===== src/logic/port_cap_pkg.sv =====
// constants for the switch port capability register bank
package port_cap_pkg;
  localparam logic [7:0]  OFF_MSI_UPPER     = 8'h54;
  localparam logic [7:0]  OFF_MSI_PAYLOAD   = 8'h58;
  localparam logic [7:0]  OFF_PD_CAP_CTRL   = 8'h5c;
  localparam logic [7:0]  OFF_PD_WORD       = 8'h60;
  localparam logic [7:0]  OFF_VENDOR_HDR    = 8'h64;
  localparam logic [7:0]  OFF_TEST_CTRL0    = 8'h68;
  localparam logic [7:0]  OFF_TEST_CTRL1    = 8'h6c;
  localparam logic [7:0]  OFF_REPLAY        = 8'h70;
  localparam logic [7:0]  OFF_MSI_CTRL_CAP  = 8'h4c;
  localparam logic [7:0]  OFF_IRQ_STATUS    = 8'h80;
  localparam logic [7:0]  OFF_IRQ_ENABLE    = 8'h84;
  localparam logic [7:0]  OFF_IRQ_CLEAR     = 8'h88;
  localparam logic [7:0]  PD_CAP_ID         = 8'h03;
  localparam logic [7:0]  PD_NEXT_PTR       = 8'h64;
  localparam logic [7:0]  VENDOR_CAP_ID     = 8'h09;
  localparam logic [7:0]  VENDOR_NEXT_PTR   = 8'hb0;
  localparam logic [15:0] VENDOR_LENGTH     = 16'h0034;
  localparam int          PD_LOC_LSB        = 18;
  localparam int          PD_WEN_BIT        = 30;
  localparam int          PD_OP_BIT         = 31;
  localparam int          MSI_64BIT_BIT     = 23;
  localparam int          TC_ROLE_CHG_BIT   = 1;
  localparam int          TC_NO_HOTRST_BIT  = 2;
  localparam int          TC_ROLE_SEL_BIT   = 3;
  localparam int          TC_STRAP_LSB      = 13;
  localparam int          RP_ENABLE_BIT     = 12;
  localparam int          RP_PM_DIS_BIT     = 13;
  localparam int          RP_MSI_DIS_BIT    = 14;
  localparam logic [31:0] TEST_CTRL0_RESET  = 32'h04001060;
  localparam logic [31:0] TEST_CTRL1_RESET  = 32'h04000800;
  localparam logic [1:0]  AXI_OKAY          = 2'h0;
  localparam logic [1:0]  AXI_SLVERR        = 2'h2;
  localparam int          EE_CYCLE_NS       = 1000;
  localparam int          CLK_PERIOD_NS     = 25;
  localparam int          EE_CYCLES         = EE_CYCLE_NS / CLK_PERIOD_NS;
endpackage


===== src/logic/product_data_engine.sv =====
// serial eeprom access sequencer for product data reads and writes
`timescale 1ns/1ps
module product_data_engine
  import port_cap_pkg::*;
(
  input  wire logic        clk_sys,      // core clock
  input  wire logic        rst_n,        // async reset, active low
  input  wire logic        start,        // one-cycle start pulse
  input  wire logic        is_write,     // 1 write, 0 read
  input  wire logic [5:0]  location,     // dword location
  input  wire logic [31:0] wr_data,      // data to store
  output logic             ee_req,       // eeprom request level
  output logic             ee_we,        // eeprom write select
  output logic [5:0]       ee_addr,      // eeprom dword address
  output logic [31:0]      ee_wdata,     // eeprom write data
  input  wire logic        ee_ack,       // eeprom cycle done pulse
  input  wire logic [31:0] ee_rdata,     // eeprom read data
  output logic             busy,         // cycle under way
  output logic             done,         // one-cycle completion pulse
  output logic [31:0]      rd_data       // fetched word
);
  typedef enum logic [0:0] {IDLE, WAIT_ACK} eng_state_type;
  eng_state_type state_reg;
  always_ff @(posedge clk_sys or negedge rst_n)
  begin
    if (!rst_n)
    begin
      state_reg <= IDLE;
      ee_we     <= 1'b0;
      ee_addr   <= 6'h00;
      ee_wdata  <= 32'h00000000;
      rd_data   <= 32'h00000000;
      done      <= 1'b0;
    end
    else
    begin
      done <= 1'b0;
      unique case (state_reg)
        IDLE:
        begin
          if (start)
          begin
            state_reg <= WAIT_ACK;
            ee_we     <= is_write;
            ee_addr   <= location;
            ee_wdata  <= wr_data;
          end
        end
        WAIT_ACK:
        begin
          if (ee_ack)
          begin
            state_reg <= IDLE;
            done      <= 1'b1;
            if (!ee_we)
              rd_data <= ee_rdata;
          end
        end
      endcase
    end
  end
  assign ee_req = (state_reg == WAIT_ACK);
  assign busy   = (state_reg == WAIT_ACK);
endmodule // product_data_engine


===== src/logic/switch_port_cap_config_regs.sv =====
// capability and test configuration registers of one switch port
//
// Design decision made here: the AXI4-Lite register port.
`timescale 1ns/1ps
module switch_port_cap_config_regs
  import port_cap_pkg::*;
(
  input  wire logic        clk_sys,          // core clock, 40 MHz
  input  wire logic        rst_n,            // async reset, active low
  input  wire logic [7:0]  s_axi_awaddr,     // write address
  input  wire logic        s_axi_awvalid,    // write address valid
  output logic             s_axi_awready,    // write address ready
  input  wire logic [31:0] s_axi_wdata,      // write data
  input  wire logic [3:0]  s_axi_wstrb,      // write byte strobes
  input  wire logic        s_axi_wvalid,     // write data valid
  output logic             s_axi_wready,     // write data ready
  output logic [1:0]       s_axi_bresp,      // write response
  output logic             s_axi_bvalid,     // write response valid
  input  wire logic        s_axi_bready,     // write response ready
  input  wire logic [7:0]  s_axi_araddr,     // read address
  input  wire logic        s_axi_arvalid,    // read address valid
  output logic             s_axi_arready,    // read address ready
  output logic [31:0]      s_axi_rdata,      // read data
  output logic [1:0]       s_axi_rresp,      // read response
  output logic             s_axi_rvalid,     // read data valid
  input  wire logic        s_axi_rready,     // read data ready
  output logic             ee_req,           // eeprom cycle request level
  output logic             ee_we,            // eeprom write select
  output logic [5:0]       ee_addr,          // eeprom dword address
  output logic [31:0]      ee_wdata,         // eeprom write data
  input  wire logic        ee_ack,           // eeprom cycle done pulse
  input  wire logic [31:0] ee_rdata,         // eeprom read data
  input  wire logic        load_valid,       // autoload of defaults pulse
  input  wire logic [1:0]  load_strap,       // autoload test control bits 14:13
  input  wire logic [14:0] load_replay,      // autoload replay word bits 14:0
  input  wire logic        upstream_link_up, // upstream link state
  input  wire logic        hot_reset_in,     // hot reset seen upstream
  output logic             hot_reset_down,   // hot reset to downstream ports
  output logic             role_downstream,  // link training role select
  output logic             replay_use_user,  // replay timer uses user value
  output logic [11:0]      replay_user_val,  // user replay time-out
  output logic             msi_addr_64,      // upper address word in effect
  output logic [31:0]      msi_upper_eff,    // effective upper address
  output logic             pm_cap_disable,   // power management cap off
  output logic             msi_cap_disable,  // interrupt cap off
  output logic             irq               // interrupt level
);
  logic [31:0] msi_upper_reg;
  logic [15:0] msi_payload_reg;
  logic [5:0]  pd_loc_reg;
  logic        pd_wen_reg;
  logic        pd_op_reg;
  logic [31:0] pd_word_reg;
  logic [31:0] test_ctrl0_reg;
  logic [31:0] test_ctrl1_reg;
  logic [14:0] replay_reg;
  logic [1:0]  irq_status_reg;
  logic [1:0]  irq_enable_reg;
  logic        role_reg;
  logic [7:0]  awaddr_reg;
  logic [31:0] wdata_reg;
  logic [3:0]  wstrb_reg;
  logic        aw_held_reg;
  logic        w_held_reg;
  logic [31:0] rdata_next;
  logic        pd_start;
  logic        pd_busy;
  logic        pd_done;
  logic [31:0] pd_rd_data;
  logic        pd_done_write;

  function automatic logic [31:0] merge
  (
    input logic [31:0] old_val,
    input logic [31:0] new_val,
    input logic [3:0]  strb
  );
    logic [31:0] res;
    res = old_val;
    for (int i = 0; i < 4; i++)
      if (strb[i])
        res[i*8 +: 8] = new_val[i*8 +: 8];
    return res;
  endfunction

  // write channel: address and data may arrive in either order
  wire         aw_take   = s_axi_awvalid && !aw_held_reg && !s_axi_bvalid;
  wire         w_take    = s_axi_wvalid && !w_held_reg && !s_axi_bvalid;
  wire         aw_have   = aw_held_reg || aw_take;
  wire         w_have    = w_held_reg || w_take;
  wire         wr_fire   = aw_have && w_have;
  wire  [7:0]  wr_addr   = aw_held_reg ? awaddr_reg : s_axi_awaddr;
  wire  [31:0] wr_data   = w_held_reg ? wdata_reg : s_axi_wdata;
  wire  [3:0]  wr_strb   = w_held_reg ? wstrb_reg : s_axi_wstrb;
  wire  [31:0] wr_merged_pd   = merge({pd_op_reg, pd_wen_reg, 6'h00, pd_loc_reg,
                                       18'h00000}, wr_data, wr_strb);
  wire         wr_upper  = wr_fire && wr_addr == OFF_MSI_UPPER;
  wire         wr_pay    = wr_fire && wr_addr == OFF_MSI_PAYLOAD;
  wire         wr_pdctl  = wr_fire && wr_addr == OFF_PD_CAP_CTRL;
  wire         wr_pdword = wr_fire && wr_addr == OFF_PD_WORD;
  wire         wr_tc0    = wr_fire && wr_addr == OFF_TEST_CTRL0;
  wire         wr_tc1    = wr_fire && wr_addr == OFF_TEST_CTRL1;
  wire         wr_replay = wr_fire && wr_addr == OFF_REPLAY;
  wire         wr_irqen  = wr_fire && wr_addr == OFF_IRQ_ENABLE;
  wire         wr_irqclr = wr_fire && wr_addr == OFF_IRQ_CLEAR;
  wire         wr_mapped = wr_upper || wr_pay || wr_pdctl || wr_pdword || wr_tc0
                           || wr_tc1 || wr_replay || wr_irqen || wr_irqclr
                           || (wr_addr == OFF_MSI_CTRL_CAP) || (wr_addr == OFF_VENDOR_HDR)
                           || (wr_addr == OFF_IRQ_STATUS);
  // op byte carries the start; ignored while a cycle runs
  wire         pd_op_new = wr_merged_pd[PD_OP_BIT];
  wire         pd_wen_new = wr_merged_pd[PD_WEN_BIT];
  assign pd_start = wr_pdctl && wr_strb[3] && !pd_busy
                    && (!pd_op_new || pd_wen_new);

  assign s_axi_awready = !aw_held_reg && !s_axi_bvalid;
  assign s_axi_wready  = !w_held_reg && !s_axi_bvalid;

  always_ff @(posedge clk_sys or negedge rst_n)
  begin
    if (!rst_n)
    begin
      aw_held_reg  <= 1'b0;
      w_held_reg   <= 1'b0;
      awaddr_reg   <= 8'h00;
      wdata_reg    <= 32'h00000000;
      wstrb_reg    <= 4'h0;
      s_axi_bvalid <= 1'b0;
      s_axi_bresp  <= AXI_OKAY;
    end
    else
    begin
      if (wr_fire)
      begin
        aw_held_reg  <= 1'b0;
        w_held_reg   <= 1'b0;
        s_axi_bvalid <= 1'b1;
        s_axi_bresp  <= wr_mapped ? AXI_OKAY : AXI_SLVERR;
      end
      else
      begin
        if (aw_take)
        begin
          aw_held_reg <= 1'b1;
          awaddr_reg  <= s_axi_awaddr;
        end
        if (w_take)
        begin
          w_held_reg <= 1'b1;
          wdata_reg  <= s_axi_wdata;
          wstrb_reg  <= s_axi_wstrb;
        end
        if (s_axi_bvalid && s_axi_bready)
          s_axi_bvalid <= 1'b0;
      end
    end
  end

  // register storage
  always_ff @(posedge clk_sys or negedge rst_n)
  begin
    if (!rst_n)
    begin
      msi_upper_reg   <= 32'h00000000;
      msi_payload_reg <= 16'h0000;
      test_ctrl1_reg  <= TEST_CTRL1_RESET;
      irq_enable_reg  <= 2'h0;
    end
    else
    begin
      if (wr_upper)
        msi_upper_reg <= merge(msi_upper_reg, wr_data, wr_strb);
      if (wr_pay)
        msi_payload_reg <= 16'(merge({16'h0000, msi_payload_reg}, wr_data,
                                 wr_strb));
      if (wr_tc1)
        test_ctrl1_reg <= merge(test_ctrl1_reg, wr_data, wr_strb);
      if (wr_irqen)
        irq_enable_reg <= wr_data[1:0];
    end
  end

  // test control 0 and replay word, with autoload of defaults
  always_ff @(posedge clk_sys or negedge rst_n)
  begin
    if (!rst_n)
    begin
      test_ctrl0_reg <= TEST_CTRL0_RESET;
      replay_reg     <= 15'h0000;
      role_reg       <= TEST_CTRL0_RESET[TC_ROLE_SEL_BIT];
    end
    else
    begin
      if (wr_tc0)
        test_ctrl0_reg <= merge(test_ctrl0_reg, wr_data, wr_strb);
      else if (load_valid)
        test_ctrl0_reg[TC_STRAP_LSB +: 2] <= load_strap;
      if (wr_replay)
        replay_reg[12:0] <= 13'(merge({17'h00000, replay_reg}, wr_data,
                                  wr_strb));
      else if (load_valid)
        replay_reg <= load_replay;
      if (test_ctrl0_reg[TC_ROLE_CHG_BIT])
        role_reg <= test_ctrl0_reg[TC_ROLE_SEL_BIT];
    end
  end

  // product data control: flag held during the eeprom cycle
  always_ff @(posedge clk_sys or negedge rst_n)
  begin
    if (!rst_n)
    begin
      pd_loc_reg  <= 6'h00;
      pd_wen_reg  <= 1'b0;
      pd_op_reg   <= 1'b0;
      pd_word_reg <= 32'h00000000;
    end
    else
    begin
      if (wr_pdctl && !pd_busy)
      begin
        pd_loc_reg <= wr_merged_pd[PD_LOC_LSB +: 6];
        pd_wen_reg <= pd_wen_new;
      end
      if (pd_start)
        pd_op_reg <= pd_op_new;
      else if (pd_done)
        pd_op_reg <= !pd_done_write;
      if (pd_done && !pd_done_write)
        pd_word_reg <= pd_rd_data;
      else if (wr_pdword && !pd_busy)
        pd_word_reg <= merge(pd_word_reg, wr_data, wr_strb);
    end
  end

  logic pd_kind_reg;
  always_ff @(posedge clk_sys or negedge rst_n)
  begin
    if (!rst_n)
      pd_kind_reg <= 1'b0;
    else if (pd_start)
      pd_kind_reg <= pd_op_new;
  end
  assign pd_done_write = pd_kind_reg;

  product_data_engine u_engine
  (
    .clk_sys  (clk_sys),
    .rst_n    (rst_n),
    .start    (pd_start),
    .is_write (pd_op_new),
    .location (wr_merged_pd[PD_LOC_LSB +: 6]),
    .wr_data  (pd_word_reg),
    .ee_req   (ee_req),
    .ee_we    (ee_we),
    .ee_addr  (ee_addr),
    .ee_wdata (ee_wdata),
    .ee_ack   (ee_ack),
    .ee_rdata (ee_rdata),
    .busy     (pd_busy),
    .done     (pd_done),
    .rd_data  (pd_rd_data)
  );

  // interrupt: bit 0 read done, bit 1 write done; set wins over clear
  always_ff @(posedge clk_sys or negedge rst_n)
  begin
    if (!rst_n)
      irq_status_reg <= 2'h0;
    else
      irq_status_reg <= (irq_status_reg & ~(wr_irqclr ? wr_data[1:0] : 2'h0))
                        | {pd_done && pd_done_write, pd_done && !pd_done_write};
  end
  assign irq = |(irq_status_reg & irq_enable_reg);

  // read channel
  always_comb
  begin
    unique case (s_axi_araddr)
      OFF_MSI_CTRL_CAP: rdata_next = 32'h00000000 | (32'h1 << MSI_64BIT_BIT);
      OFF_MSI_UPPER:    rdata_next = msi_upper_reg;
      OFF_MSI_PAYLOAD:  rdata_next = {16'h0000, msi_payload_reg};
      OFF_PD_CAP_CTRL:  rdata_next = {pd_op_reg, pd_wen_reg, 6'h00, pd_loc_reg, 2'h0,
                                      PD_NEXT_PTR, PD_CAP_ID};
      OFF_PD_WORD:      rdata_next = pd_word_reg;
      OFF_VENDOR_HDR:   rdata_next = {VENDOR_LENGTH, VENDOR_NEXT_PTR,
                                      VENDOR_CAP_ID};
      OFF_TEST_CTRL0:   rdata_next = test_ctrl0_reg;
      OFF_TEST_CTRL1:   rdata_next = test_ctrl1_reg;
      OFF_REPLAY:       rdata_next = {17'h00000, replay_reg};
      OFF_IRQ_STATUS:   rdata_next = {30'h00000000, irq_status_reg};
      OFF_IRQ_ENABLE:   rdata_next = {30'h00000000, irq_enable_reg};
      default:          rdata_next = 32'h00000000;
    endcase
  end
  wire rd_mapped = s_axi_araddr inside {OFF_MSI_CTRL_CAP, OFF_MSI_UPPER, OFF_MSI_PAYLOAD,
                   OFF_PD_CAP_CTRL, OFF_PD_WORD, OFF_VENDOR_HDR, OFF_TEST_CTRL0,
                   OFF_TEST_CTRL1, OFF_REPLAY, OFF_IRQ_STATUS, OFF_IRQ_ENABLE,
                   OFF_IRQ_CLEAR};
  assign s_axi_arready = !s_axi_rvalid;

  always_ff @(posedge clk_sys or negedge rst_n)
  begin
    if (!rst_n)
    begin
      s_axi_rvalid <= 1'b0;
      s_axi_rdata  <= 32'h00000000;
      s_axi_rresp  <= AXI_OKAY;
    end
    else if (s_axi_arvalid && s_axi_arready)
    begin
      s_axi_rvalid <= 1'b1;
      s_axi_rdata  <= rdata_next;
      s_axi_rresp  <= rd_mapped ? AXI_OKAY : AXI_SLVERR;
    end
    else if (s_axi_rready)
      s_axi_rvalid <= 1'b0;
  end

  // outputs to the port logic
  assign msi_addr_64     = 1'b1;
  assign msi_upper_eff   = msi_addr_64 ? msi_upper_reg : 32'h00000000;
  assign role_downstream = role_reg;
  assign hot_reset_down  = hot_reset_in && !(test_ctrl0_reg[TC_NO_HOTRST_BIT]
                           && !upstream_link_up);
  assign replay_use_user = replay_reg[RP_ENABLE_BIT];
  assign replay_user_val = replay_reg[11:0];
  assign pm_cap_disable  = replay_reg[RP_PM_DIS_BIT];
  assign msi_cap_disable = replay_reg[RP_MSI_DIS_BIT];

  AST_READ_FLAG_ONE: assert property (@(posedge clk_sys) disable iff (!rst_n)
    pd_done && !pd_done_write |=> pd_op_reg) else $error("read end not flagged");
  AST_WRITE_FLAG_ZERO: assert property (@(posedge clk_sys) disable iff (!rst_n)
    pd_done && pd_done_write |=> !pd_op_reg) else $error("write end not cleared");
  AST_FLAG_HELD: assert property (@(posedge clk_sys) disable iff (!rst_n)
    pd_busy && !pd_done |-> pd_op_reg == pd_kind_reg) else $error("flag moved");
  AST_READ_DATA: assert property (@(posedge clk_sys) disable iff (!rst_n)
    pd_done && !pd_done_write |=> pd_word_reg == $past(pd_rd_data))
    else $error("fetched word lost");
  AST_WRITE_DATA: assert property (@(posedge clk_sys) disable iff (!rst_n)
    ee_req && ee_we |-> ee_wdata == pd_word_reg) else $error("write data mismatch");
  AST_HOTRST: assert property (@(posedge clk_sys) disable iff (!rst_n)
    test_ctrl0_reg[TC_NO_HOTRST_BIT] && !upstream_link_up |-> !hot_reset_down)
    else $error("hot reset passed");
  AST_ROLE: assert property (@(posedge clk_sys) disable iff (!rst_n)
    !$past(test_ctrl0_reg[TC_ROLE_CHG_BIT]) |-> $stable(role_reg))
    else $error("role changed while locked");
  AST_LOC: assert property (@(posedge clk_sys) disable iff (!rst_n)
    pd_start |=> ee_addr == $past(wr_merged_pd[PD_LOC_LSB +: 6]))
    else $error("wrong location");
  AST_REPLAY_OUT: assert property (@(posedge clk_sys) disable iff (!rst_n)
    wr_replay |=> replay_use_user == $past(wr_strb[1] ? wr_data[12] : replay_reg[12]))
    else $error("replay enable lost");
endmodule // switch_port_cap_config_regs


===== config.mk =====
export PLATFORM = sky130hd
export DESIGN_NAME = switch_port_cap_config_regs
export DESIGN_NICKNAME = d
export VERILOG_FILES = /design/src/logic/port_cap_pkg.sv /design/src/logic/product_data_engine.sv /design/src/logic/switch_port_cap_config_regs.sv
export SDC_FILE = /design/constraint.sdc
export NUM_CORES = 1
export LEC_CHECK = 0
export ABC_AREA = 0
export BUFFER_PORTS_ARGS = -buffer_cell sky130_fd_sc_hd__buf_4
export CAP_MARGIN = 20
export CORE_ASPECT_RATIO = 1.25
export CORE_MARGIN = 2
export CORE_UTILIZATION = 45
export CTS_CLUSTER_SIZE = 28
export DETAILED_ROUTE_END_ITERATION = 7
export HOLD_SLACK_MARGIN = 0.02
export PLACE_DENSITY_LB_ADDON = 0.05
export SYNTH_ARGS = -nofsm -noshare
export SYNTH_HDL_FRONTEND = slang
export SYNTH_SLANG_ARGS = --single-unit

===== constraint.sdc =====
create_clock -name clk_sys -period 3.4 [get_ports clk_sys]
set_clock_uncertainty 0.05 [all_clocks]
set_input_delay 0 -clock clk_sys [delete_from_list [all_inputs] [get_ports clk_sys]]
set_output_delay 0 -clock clk_sys [all_outputs]
set_load 0.02 [all_outputs]

### Yosys cells after proc, flatten, opt, wreduce, memory -nomap -nowiden

Cells that the tools add are included.

| word-level totals | value |
|---|---|
| flip-flop bits (word level) | 330 |
| input bits | 112 |
| word-level logic and storage cells | 206 |

| cells by class | value |
|---|---|
| equality and inequality tests | 27 |
| muxes and demuxes | 36 |
| bitwise gates (word level) | 8 |
| reductions and logical operators | 90 |

Operator list:

| kind | number |
|---|---|
| $pmux W32 S11 | 1 |
| $eq A8 B7 Y1 const B | 18 |
| $mux W32 | 3 |
| $mux W8 | 7 |
| $reduce_and A2 Y1 | 25 |
| $eq A8 B8 Y1 const B | 6 |
| $logic_and A1 B1 Y1 | 27 |
| $mux W13 | 2 |
| $reduce_bool A2 Y1 | 12 |
| $logic_or A1 B1 Y1 | 14 |
| $mux W1 | 14 |
| $reduce_bool A12 Y1 | 1 |
| $mux W2 | 5 |
| $logic_not A1 Y1 | 9 |
| $mux W7 | 1 |
| $ne A2 B2 Y1 const B | 3 |
| $mux W5 | 1 |
| $and A2 B2 Y2 | 2 |
| $mux W4 | 1 |
| $not A1 Y1 | 4 |
| $reduce_and A3 Y1 | 1 |
| $not A2 Y2 | 1 |
| $or A2 B2 Y2 | 1 |
| $pmux W1 S2 | 1 |
| $reduce_or A2 Y1 | 1 |

### Depth between registers and ports, before layout

Gate-level depths: netlist (run 1).

| logic depth | value |
|---|---|
| word-level depth | 18 |
| mapped depth | 9 |
| depth with buffers taken out | 5 |

### Cells and area by module

A second synthesis (run 1) with hierarchy kept.

| second synthesis, totals | value |
|---|---|
| cells, all modules | 1223 |
| area, all modules | 14933.1 µm² |

By module, submodules not included:

| module | times used | cells each | area an instance (µm²) | seq. area each (µm²) |
|---|---|---|---|---|
| switch_port_cap_config_regs | 1 | 1066 | 12201.7 | 6388.6 |
| product_data_engine | 1 | 157 | 2731.4 | 1826.8 |

### Worst setup path after synthesis (run 1)

No wires, ideal clock.

| timing path | value |
|---|---|
| path kind | reg-to-reg |
| start | reg aw_held_reg |
| end | reg u_engine.ee_addr[0] |
| setup time | 0.125 ns |
| arrival | 2.253 ns |
| path slack | 0.973 ns |
| cell stages (with the launch flop) | 7 |
| path buffers | 1 |
| clock period less this slack | 2.427 ns |
| cells stage by stage | dfrtp_1 or4b_2 a21oi_1 nand4b_1 nor3_4 buf_6 mux2_2 |

| on the way | value |
|---|---|
| longest elaborated chain between the ends | 10 |

RTL lines:

| what | RTL line | text |
|---|---|---|
| from (decl) | switch_port_cap_config_regs.sv:63 | `logic aw_held_reg;` |
| from (signal assigned) | switch_port_cap_config_regs.sv:123 | `aw_held_reg <= 1'b0;` |
| from (signal assigned) | switch_port_cap_config_regs.sv:135 | `aw_held_reg <= 1'b0;` |
| from (signal assigned) | switch_port_cap_config_regs.sv:144 | `aw_held_reg <= 1'b1;` |
| parallel branches: the longest is 5 deep, another holds $mux W8 | - |  |
| $logic_and A1 B1 Y1 * | switch_port_cap_config_regs.sv:99 | `wire wr_pdctl = wr_fire && wr_addr == OFF_PD_CAP_CTRL;` |
| $logic_and A1 B1 Y1 * (2 in a row) | switch_port_cap_config_regs.sv:113 | `assign pd_start = wr_pdctl && wr_strb[3] && !pd_busy` |
| $logic_and A1 B1 Y1 * | switch_port_cap_config_regs.sv:114 | `&& (!pd_op_new \|\| pd_wen_new);` |
| $reduce_and A2 Y1 (no line) * | - |  |
| to (signal assigned) | product_data_engine.sv:45 | `ee_addr <= location;` |
| to (decl) | product_data_engine.sv:14 | `output logic [5:0] ee_addr,` |

Every way passes the cells marked *.
A chain may end at the register's enable or synchronous reset.

### Worst setup path in the final report (run 1)

| timing path | value |
|---|---|
| start | reg aw_held_reg |
| end | reg test_ctrl0_reg[14] |

| on the way | value |
|---|---|
| longest elaborated chain between the ends | 8 |

RTL lines:

| what | RTL line | text |
|---|---|---|
| parallel branches: the longest is 5 deep, another holds $mux W8 | - |  |
| $logic_and A1 B1 Y1 * | switch_port_cap_config_regs.sv:101 | `wire wr_tc0 = wr_fire && wr_addr == OFF_TEST_CTRL0;` |
| $ne A2 B2 Y1 (no line) / $reduce_bool A2 Y1 (equally long branches) | - |  |
| $reduce_and A2 Y1 (no line) | - |  |
| to (signal assigned) | switch_port_cap_config_regs.sv:195 | `test_ctrl0_reg <= merge(test_ctrl0_reg, wr_data, wr_strb);` |
| to (signal, indexed assignment) | switch_port_cap_config_regs.sv:197 | `test_ctrl0_reg[TC_STRAP_LSB +: 2] <= load_strap;` |
| to (decl) | switch_port_cap_config_regs.sv:54 | `logic [31:0] test_ctrl0_reg;` |

Marked as above.

==> results of run 1 <==
metal layers:
layer  up-vias  part of all wire [%]  global-route usage [%]
met3        63                   6.1                   4.577
met5         -                     0                       0
li1       5002                     -                       -
met1      5595                    41                   32.37
met4         0                   2.4                   7.391
met2       370                    50                   44.07
power groups by stage:
stage | clock network [mW] | registers [mW] | logic, mW
after global routing | 3.94 | 4.82 | 2.49
after floorplan | 0 | 4.74 | 1.40
final | 3.70 | 4.76 | 2.28
after CTS | 3.77 | 4.75 | 2.30
after global placement | 0 | 4.80 | 2.15
after detailed placement | 0 | 4.82 | 2.18
synth_stat cells (all sizes together) (10+ instances only):
cell    number  area share [%]
o221a       15             1.1
inv         10            0.25
mux2i       39             2.6
clkbuf      31            0.79
nand3       16            0.54
nor2        22            0.56
a21oi       19            0.67
dfrtp      322              55
a22o        38             2.3
and2        10            0.42
nand2      109             2.8
buf         34             1.3
o21ai       49             1.7
a22oi       60             3.1
a222oi      12            0.81
mux2       269              21
stage by stage:
step | power [mW] | area (um^2) | util [%] | hold slack [ns]
2_1_floorplan | 6.139 | 14770 | - | -0.3456
3_3_place_gp | 6.949 | 17130 | 52.70 | 0.04968
3_5_place_dp | 7.003 | 17130 | 52.70 | 0.04728
4_1_cts | 10.82 | 19270 | 59.30 | 0.02736
5_1_grt | 11.25 | 19270 | 59.30 | 0.08762
6_report | 10.74 | 19270 | 59.30 | 0.04306
area by class of cell:
| class | count | area [um^2] |
|---|---|---|
| inverters | 10 | 37.54 |
| clock inverters | 6 | 33.78 |
| flip-flops and latches | 328 | 8217 |
| clock buffers | 57 | 1071 |
| repair buffers | 382 | 3173 |
| multi-input cells | 753 | 6217 |
| fillers | 2736 | 13230 |
| well taps | 418 | 523.0 |
critical path, delay by kind of cell, from the launching register on:
family / cells / cell delay [ns]
and+or+nand+nor: 2 / 0.99
buffers and inverters: 2 / 0.81
AOI/OAI and AO/OA: 3 / 0.75
DFF: 1 / 0.51
kinds of logic (layout without fill, tap and decap cells):
| logic type | count (synthesis) | in the layout |
|---|---|---|
| other | 2 | 3 |
| buffers and inverters | 75 | 455 |
| AO/OA/AOI/OAI | 221 | 221 |
| multiplexers | 308 | 308 |
| XOR/XNOR | 2 | 2 |
| AND/OR/NAND/NOR | 219 | 219 |
| flip-flops | 328 | 328 |
path summary, 6_finish.rpt:
kind,from,endpoint,slack [ns]
max in group asynchronous,rst_n,test_ctrl1_reg[26],2.29
min reg2reg,u_engine.rd_data[0],pd_word_reg[0],0.43
max reg2reg,aw_held_reg,test_ctrl0_reg[14],0.20
max,aw_held_reg,test_ctrl0_reg[14],0.20
min in group asynchronous,rst_n,pd_word_reg[8],0.06
min,s_axi_araddr[1],s_axi_rresp[1],0.04
repair_timing:
action,4_1_cts,5_1_grt
hold endpoints to repair,353,0
setup endpoints to repair,0,0
hold buffers,104,0
==> impl_metrics.toml, run 1 <==
[cts]
cts_buffers = 36
cts.reportedPaths.clkPinSlew_ns = 0.07
post_cts_buffers = 0
cts_tree = "built"
h-tree-depth = 2
cts_root_buffer = "clkbuf_16"
post_cts_resized = 0
clk_path_buf_depth = 3
insertion_delay_ns = 0.53
cts_sinks = 328

[layout]
syn2layout_area_growth_pct = 30.52
layoutNonFillerInstCount = 1954
nets = 1623
layout_common_cells = "dfrtp_1, buf_4, mux2_2"
n_antenna_cell = 0
final_common_cell = "dfrtp_1"
drive_above_1_share_pct = 41.02

[yosys]
yosysUniqueCellTypes = 63
synthFlopType = "dfrtp_1"
synthCells = 1155
yosys_warnings = 0
ys_ff_latch = 328
synth_seq_area_share_pct = 55.64
synth_enable_flop_cells = 0
postSynth.asyncResetShare_pct = 100.0
synth_mux_area_share_pct = 23.16
synth_area_per_cell_um2 = 12.78
syn_area_um2 = 14770
synth_fa_ha_area_share_pct = 0
synth_compound_area_share_pct = 11.22
synth-xor-area-share_pct = 0.1186
synth_top_family_by_area = "multiplexers"
yosys.area_share.simple_pct = 7.474

[sta]
rsz0062_at_grt = "false"
fin_crit_sh_pct = 94.20
fmax_mhz = 312.2
tightest_slew_ns = 1.132
drv_slew = 0
finalSetupViolCount = 0
fin_tns_setup_ns = 0
maxSlewHeadroom_pct = 24.52
min_period_ns = 3.203
postLayoutSetupSlackWorst_ns = 0.1974
hold_violations = 0

[power]
power_switching_mw = 3.100
p_sw_share_pct = 28.87
power_frac_comb_pct = 21.2
powerDensity_nw_per_um2 = 557.1
power_frac_seq_pct = 44.3
pwr-share-clk_pct = 34.4
irDropWorstVdd_mv = 0.3721
p_leak_nw = 9.419
internal-power_mw = 7.638

[die]
die_w_um = 166.0
fp-row-count = 74
start_util_pct = 45.43
die_y_um = 206.5
design.core.area_um2 = 32500
dieArea_um2 = 34290
ioPinCount = 244

[setup_path]
critPathMaxStageDelay_ns = 0.55
cp_max_fo = 19
worst_setup_path_start_kind = "register"
reg2reg_depth = 7
endpoint_kind = "register"
crit_chain = "or3b_1, a222oi_1, buf_4, and4_1, o21bai_1, o221a_2, dlygate4sd3_1"
required_ns = 3.79
crit_arrival_ns = 3.60
crit_path_top_delay_cell = "and4_1"
path_class = "reg -> reg"

[global_routing]
grtUsageTotal_pct = 25.25
antenna_found_initial = 0
first_global_vias = 11320
grt_max_degree = 97
grt_first_pass_wirelength_mm = 66.53
overflow = 0

[route]
post_drt_wl_per_cell_um = 22.25
drt-total-wl_mm = 43.48
drtAntennaViolNets = 0
first_pass_iters = 5
via_per_inst = 5.645
remaining_drc_errors = 0
vias = 11030
drtIter0Drc = 810

[placement]
portBuffers = 240
dp_hpwl_mm = 29.64
dpl.cell_count = 1787
gp_congestion = 0.8562
pre_cts_slack_ns = 0.5068

[flow_run]
maxCapViolCount = 0

[worst_hold_path]
hold_depth = 6
worst_hold_path_type = "in -> reg"

[status]
outcome = "finished clean"
Power figures use the tool's default switching activity.
==> run 2: changes to the inputs <==
--- a/config.mk
+++ b/config.mk
@@ -15,6 +15,7 @@
 export DETAILED_ROUTE_END_ITERATION = 7
 export HOLD_SLACK_MARGIN = 0.02
 export PLACE_DENSITY_LB_ADDON = 0.05
+export REMOVE_ABC_BUFFERS = 1
 export SYNTH_ARGS = -nofsm -noshare
 export SYNTH_HDL_FRONTEND = slang
 export SYNTH_SLANG_ARGS = --single-unit
==> impl_metrics.toml, run 2 (synthesis results as in run 1) <==
[layout]
layout_common_cells = "dfrtp_1, buf_4, mux2_2"
drive_above_1_share_pct = 41.37
final_common_cell = "dfrtp_1"
n_fill_cell = 2743
syn2layout_area_growth_pct = 32.06
final_util_pct = 60.00
n_antenna_cell = 0
layoutNonFillerInstCount = 1965
nets = 1631
seqCellArea_um2 = 8217
finalInstanceArea_um2 = 19500
multiInputGateArea_um2 = 6218

[power]
internal-power_mw = 7.886
power_frac_seq_pct = 43.0
p_leak_nw = 9.528
power_frac_comb_pct = 20.8
p_sw_share_pct = 28.64
irDropWorstVdd_mv = 0.3823
power_switching_mw = 3.164
pwr-share-clk_pct = 36.2
powerDensity_nw_per_um2 = 566.7

[sta]
drv_slew = 0
fmax_mhz = 324.1
rsz0062_at_grt = "false"
min_period_ns = 3.086
fin_tns_setup_ns = 0
hold_violations = 0
finalSetupViolCount = 0
fin_crit_sh_pct = 90.76
tightest_slew_ns = 1.070
hold_ws_ns = 0.05107
maxSlewHeadroom_pct = 28.42

[cts]
cts_buffers = 37
cts.reportedPaths.clkPinSlew_ns = 0.06
hold_buffers = 109
insertion_delay_ns = 0.53
clk_path_buf_depth = 3
post_cts_buffers = 0
post_cts_resized = 0
cts_sinks = 328
cts_tree = "built"
h-tree-depth = 2
cts_root_buffer = "clkbuf_16"

[route]
via_per_inst = 5.648
remaining_drc_errors = 0
drt-total-wl_mm = 44.62
vias = 11100
drtIter0Drc = 794
drtAntennaViolNets = 0
post_drt_wl_per_cell_um = 22.71
first_pass_iters = 8

[flow_run]
maxCapViolCount = 0

[placement]
portBuffers = 240
dp_hpwl_mm = 29.59
dpl.cell_count = 1789
place_area_um2 = 17190
gp_congestion = 0.8190

[die]
ioPinCount = 244
design.core.area_um2 = 32500
die_w_um = 166.0
die_y_um = 206.5
fp-row-count = 74
start_util_pct = 45.43
dieArea_um2 = 34290

[global_routing]
grt_first_pass_wirelength_mm = 67.56
grtUsageTotal_pct = 25.86
grt_max_degree = 115
first_global_vias = 11420
antenna_found_initial = 1
overflow = 0

[setup_path]
crit_arrival_ns = 3.44
endpoint_kind = "register"
required_ns = 3.76
cp_max_fo = 19
path_class = "reg -> reg"
worst_setup_path_start_kind = "register"

[status]
outcome = "finished clean"

[worst_hold_path]
worst_hold_path_type = "in -> reg"
==> run 2: area by class of cell <==
cell class,count,area share [%]
sequential,328,42.14
multi-input combinational,753,31.89
timing repair buffer,389,16.86
clock buffer,58,5.833
tap,418,2.682
clock inverter,9,0.3978
inverter,10,0.1925
==> run 2: routing by layer <==
metal  part of all wire (%)  track usage, %  vias to the layer above
met4                    3.0           8.727                        2
met5                  0.020               0                        -
li1                       -               -                     5011
met1                     42           32.99                     5675
met2                     50           44.65                      323
met3                    5.2           4.845                       88
==> run 2: stage by stage <==
stage	worst slack [ns]	total power [mW]
4_1_cts	0.3318	11.14
2_1_floorplan	-1.234	6.105
5_1_grt	0.1986	11.57
3_3_place_gp	0.6474	6.941
6_report	0.3143	11.05
3_5_place_dp	0.6067	7.005
==> run 2: worst paths after layout <==
kind / endpoint / start / cells after the start / slack, ns
worst max-delay path: test_ctrl0_reg[14] / aw_held_reg / 7 / 0.31
worst min-delay path: s_axi_rdata[23] / s_axi_araddr[5] / 5 / 0.05
worst max register to register: test_ctrl0_reg[14] / aw_held_reg / 7 / 0.31
worst min register to register: u_engine.ee_wdata[27] / u_engine.ee_wdata[27] / 1 / 0.44
max in group asynchronous: wdata_reg[20] / rst_n / 3 / 2.19
min in group asynchronous: u_engine.rd_data[10] / rst_n / 2 / 0.08
==> run 2: critical path: stages, from the launching register on <==
cell,delay (ns)
dfrtp_1,0.49
or3b_1,0.44
a222oi_1,0.32
buf_4,0.28
and3_1,0.42
o21bai_1,0.15
o221a_2,0.26
dlygate4sd3_1,0.55
==> run 2: power groups by stage <==
stage / combinational (mW) / clock, mW / sequential (mW)
4_1_cts: 2.31 / 4.08 / 4.75
3_3_place_gp: 2.15 / 0 / 4.79
3_5_place_dp: 2.18 / 0 / 4.82
6_report: 2.30 / 4.00 / 4.76
2_1_floorplan: 1.28 / 0 / 4.83
5_1_grt: 2.52 / 4.24 / 4.82
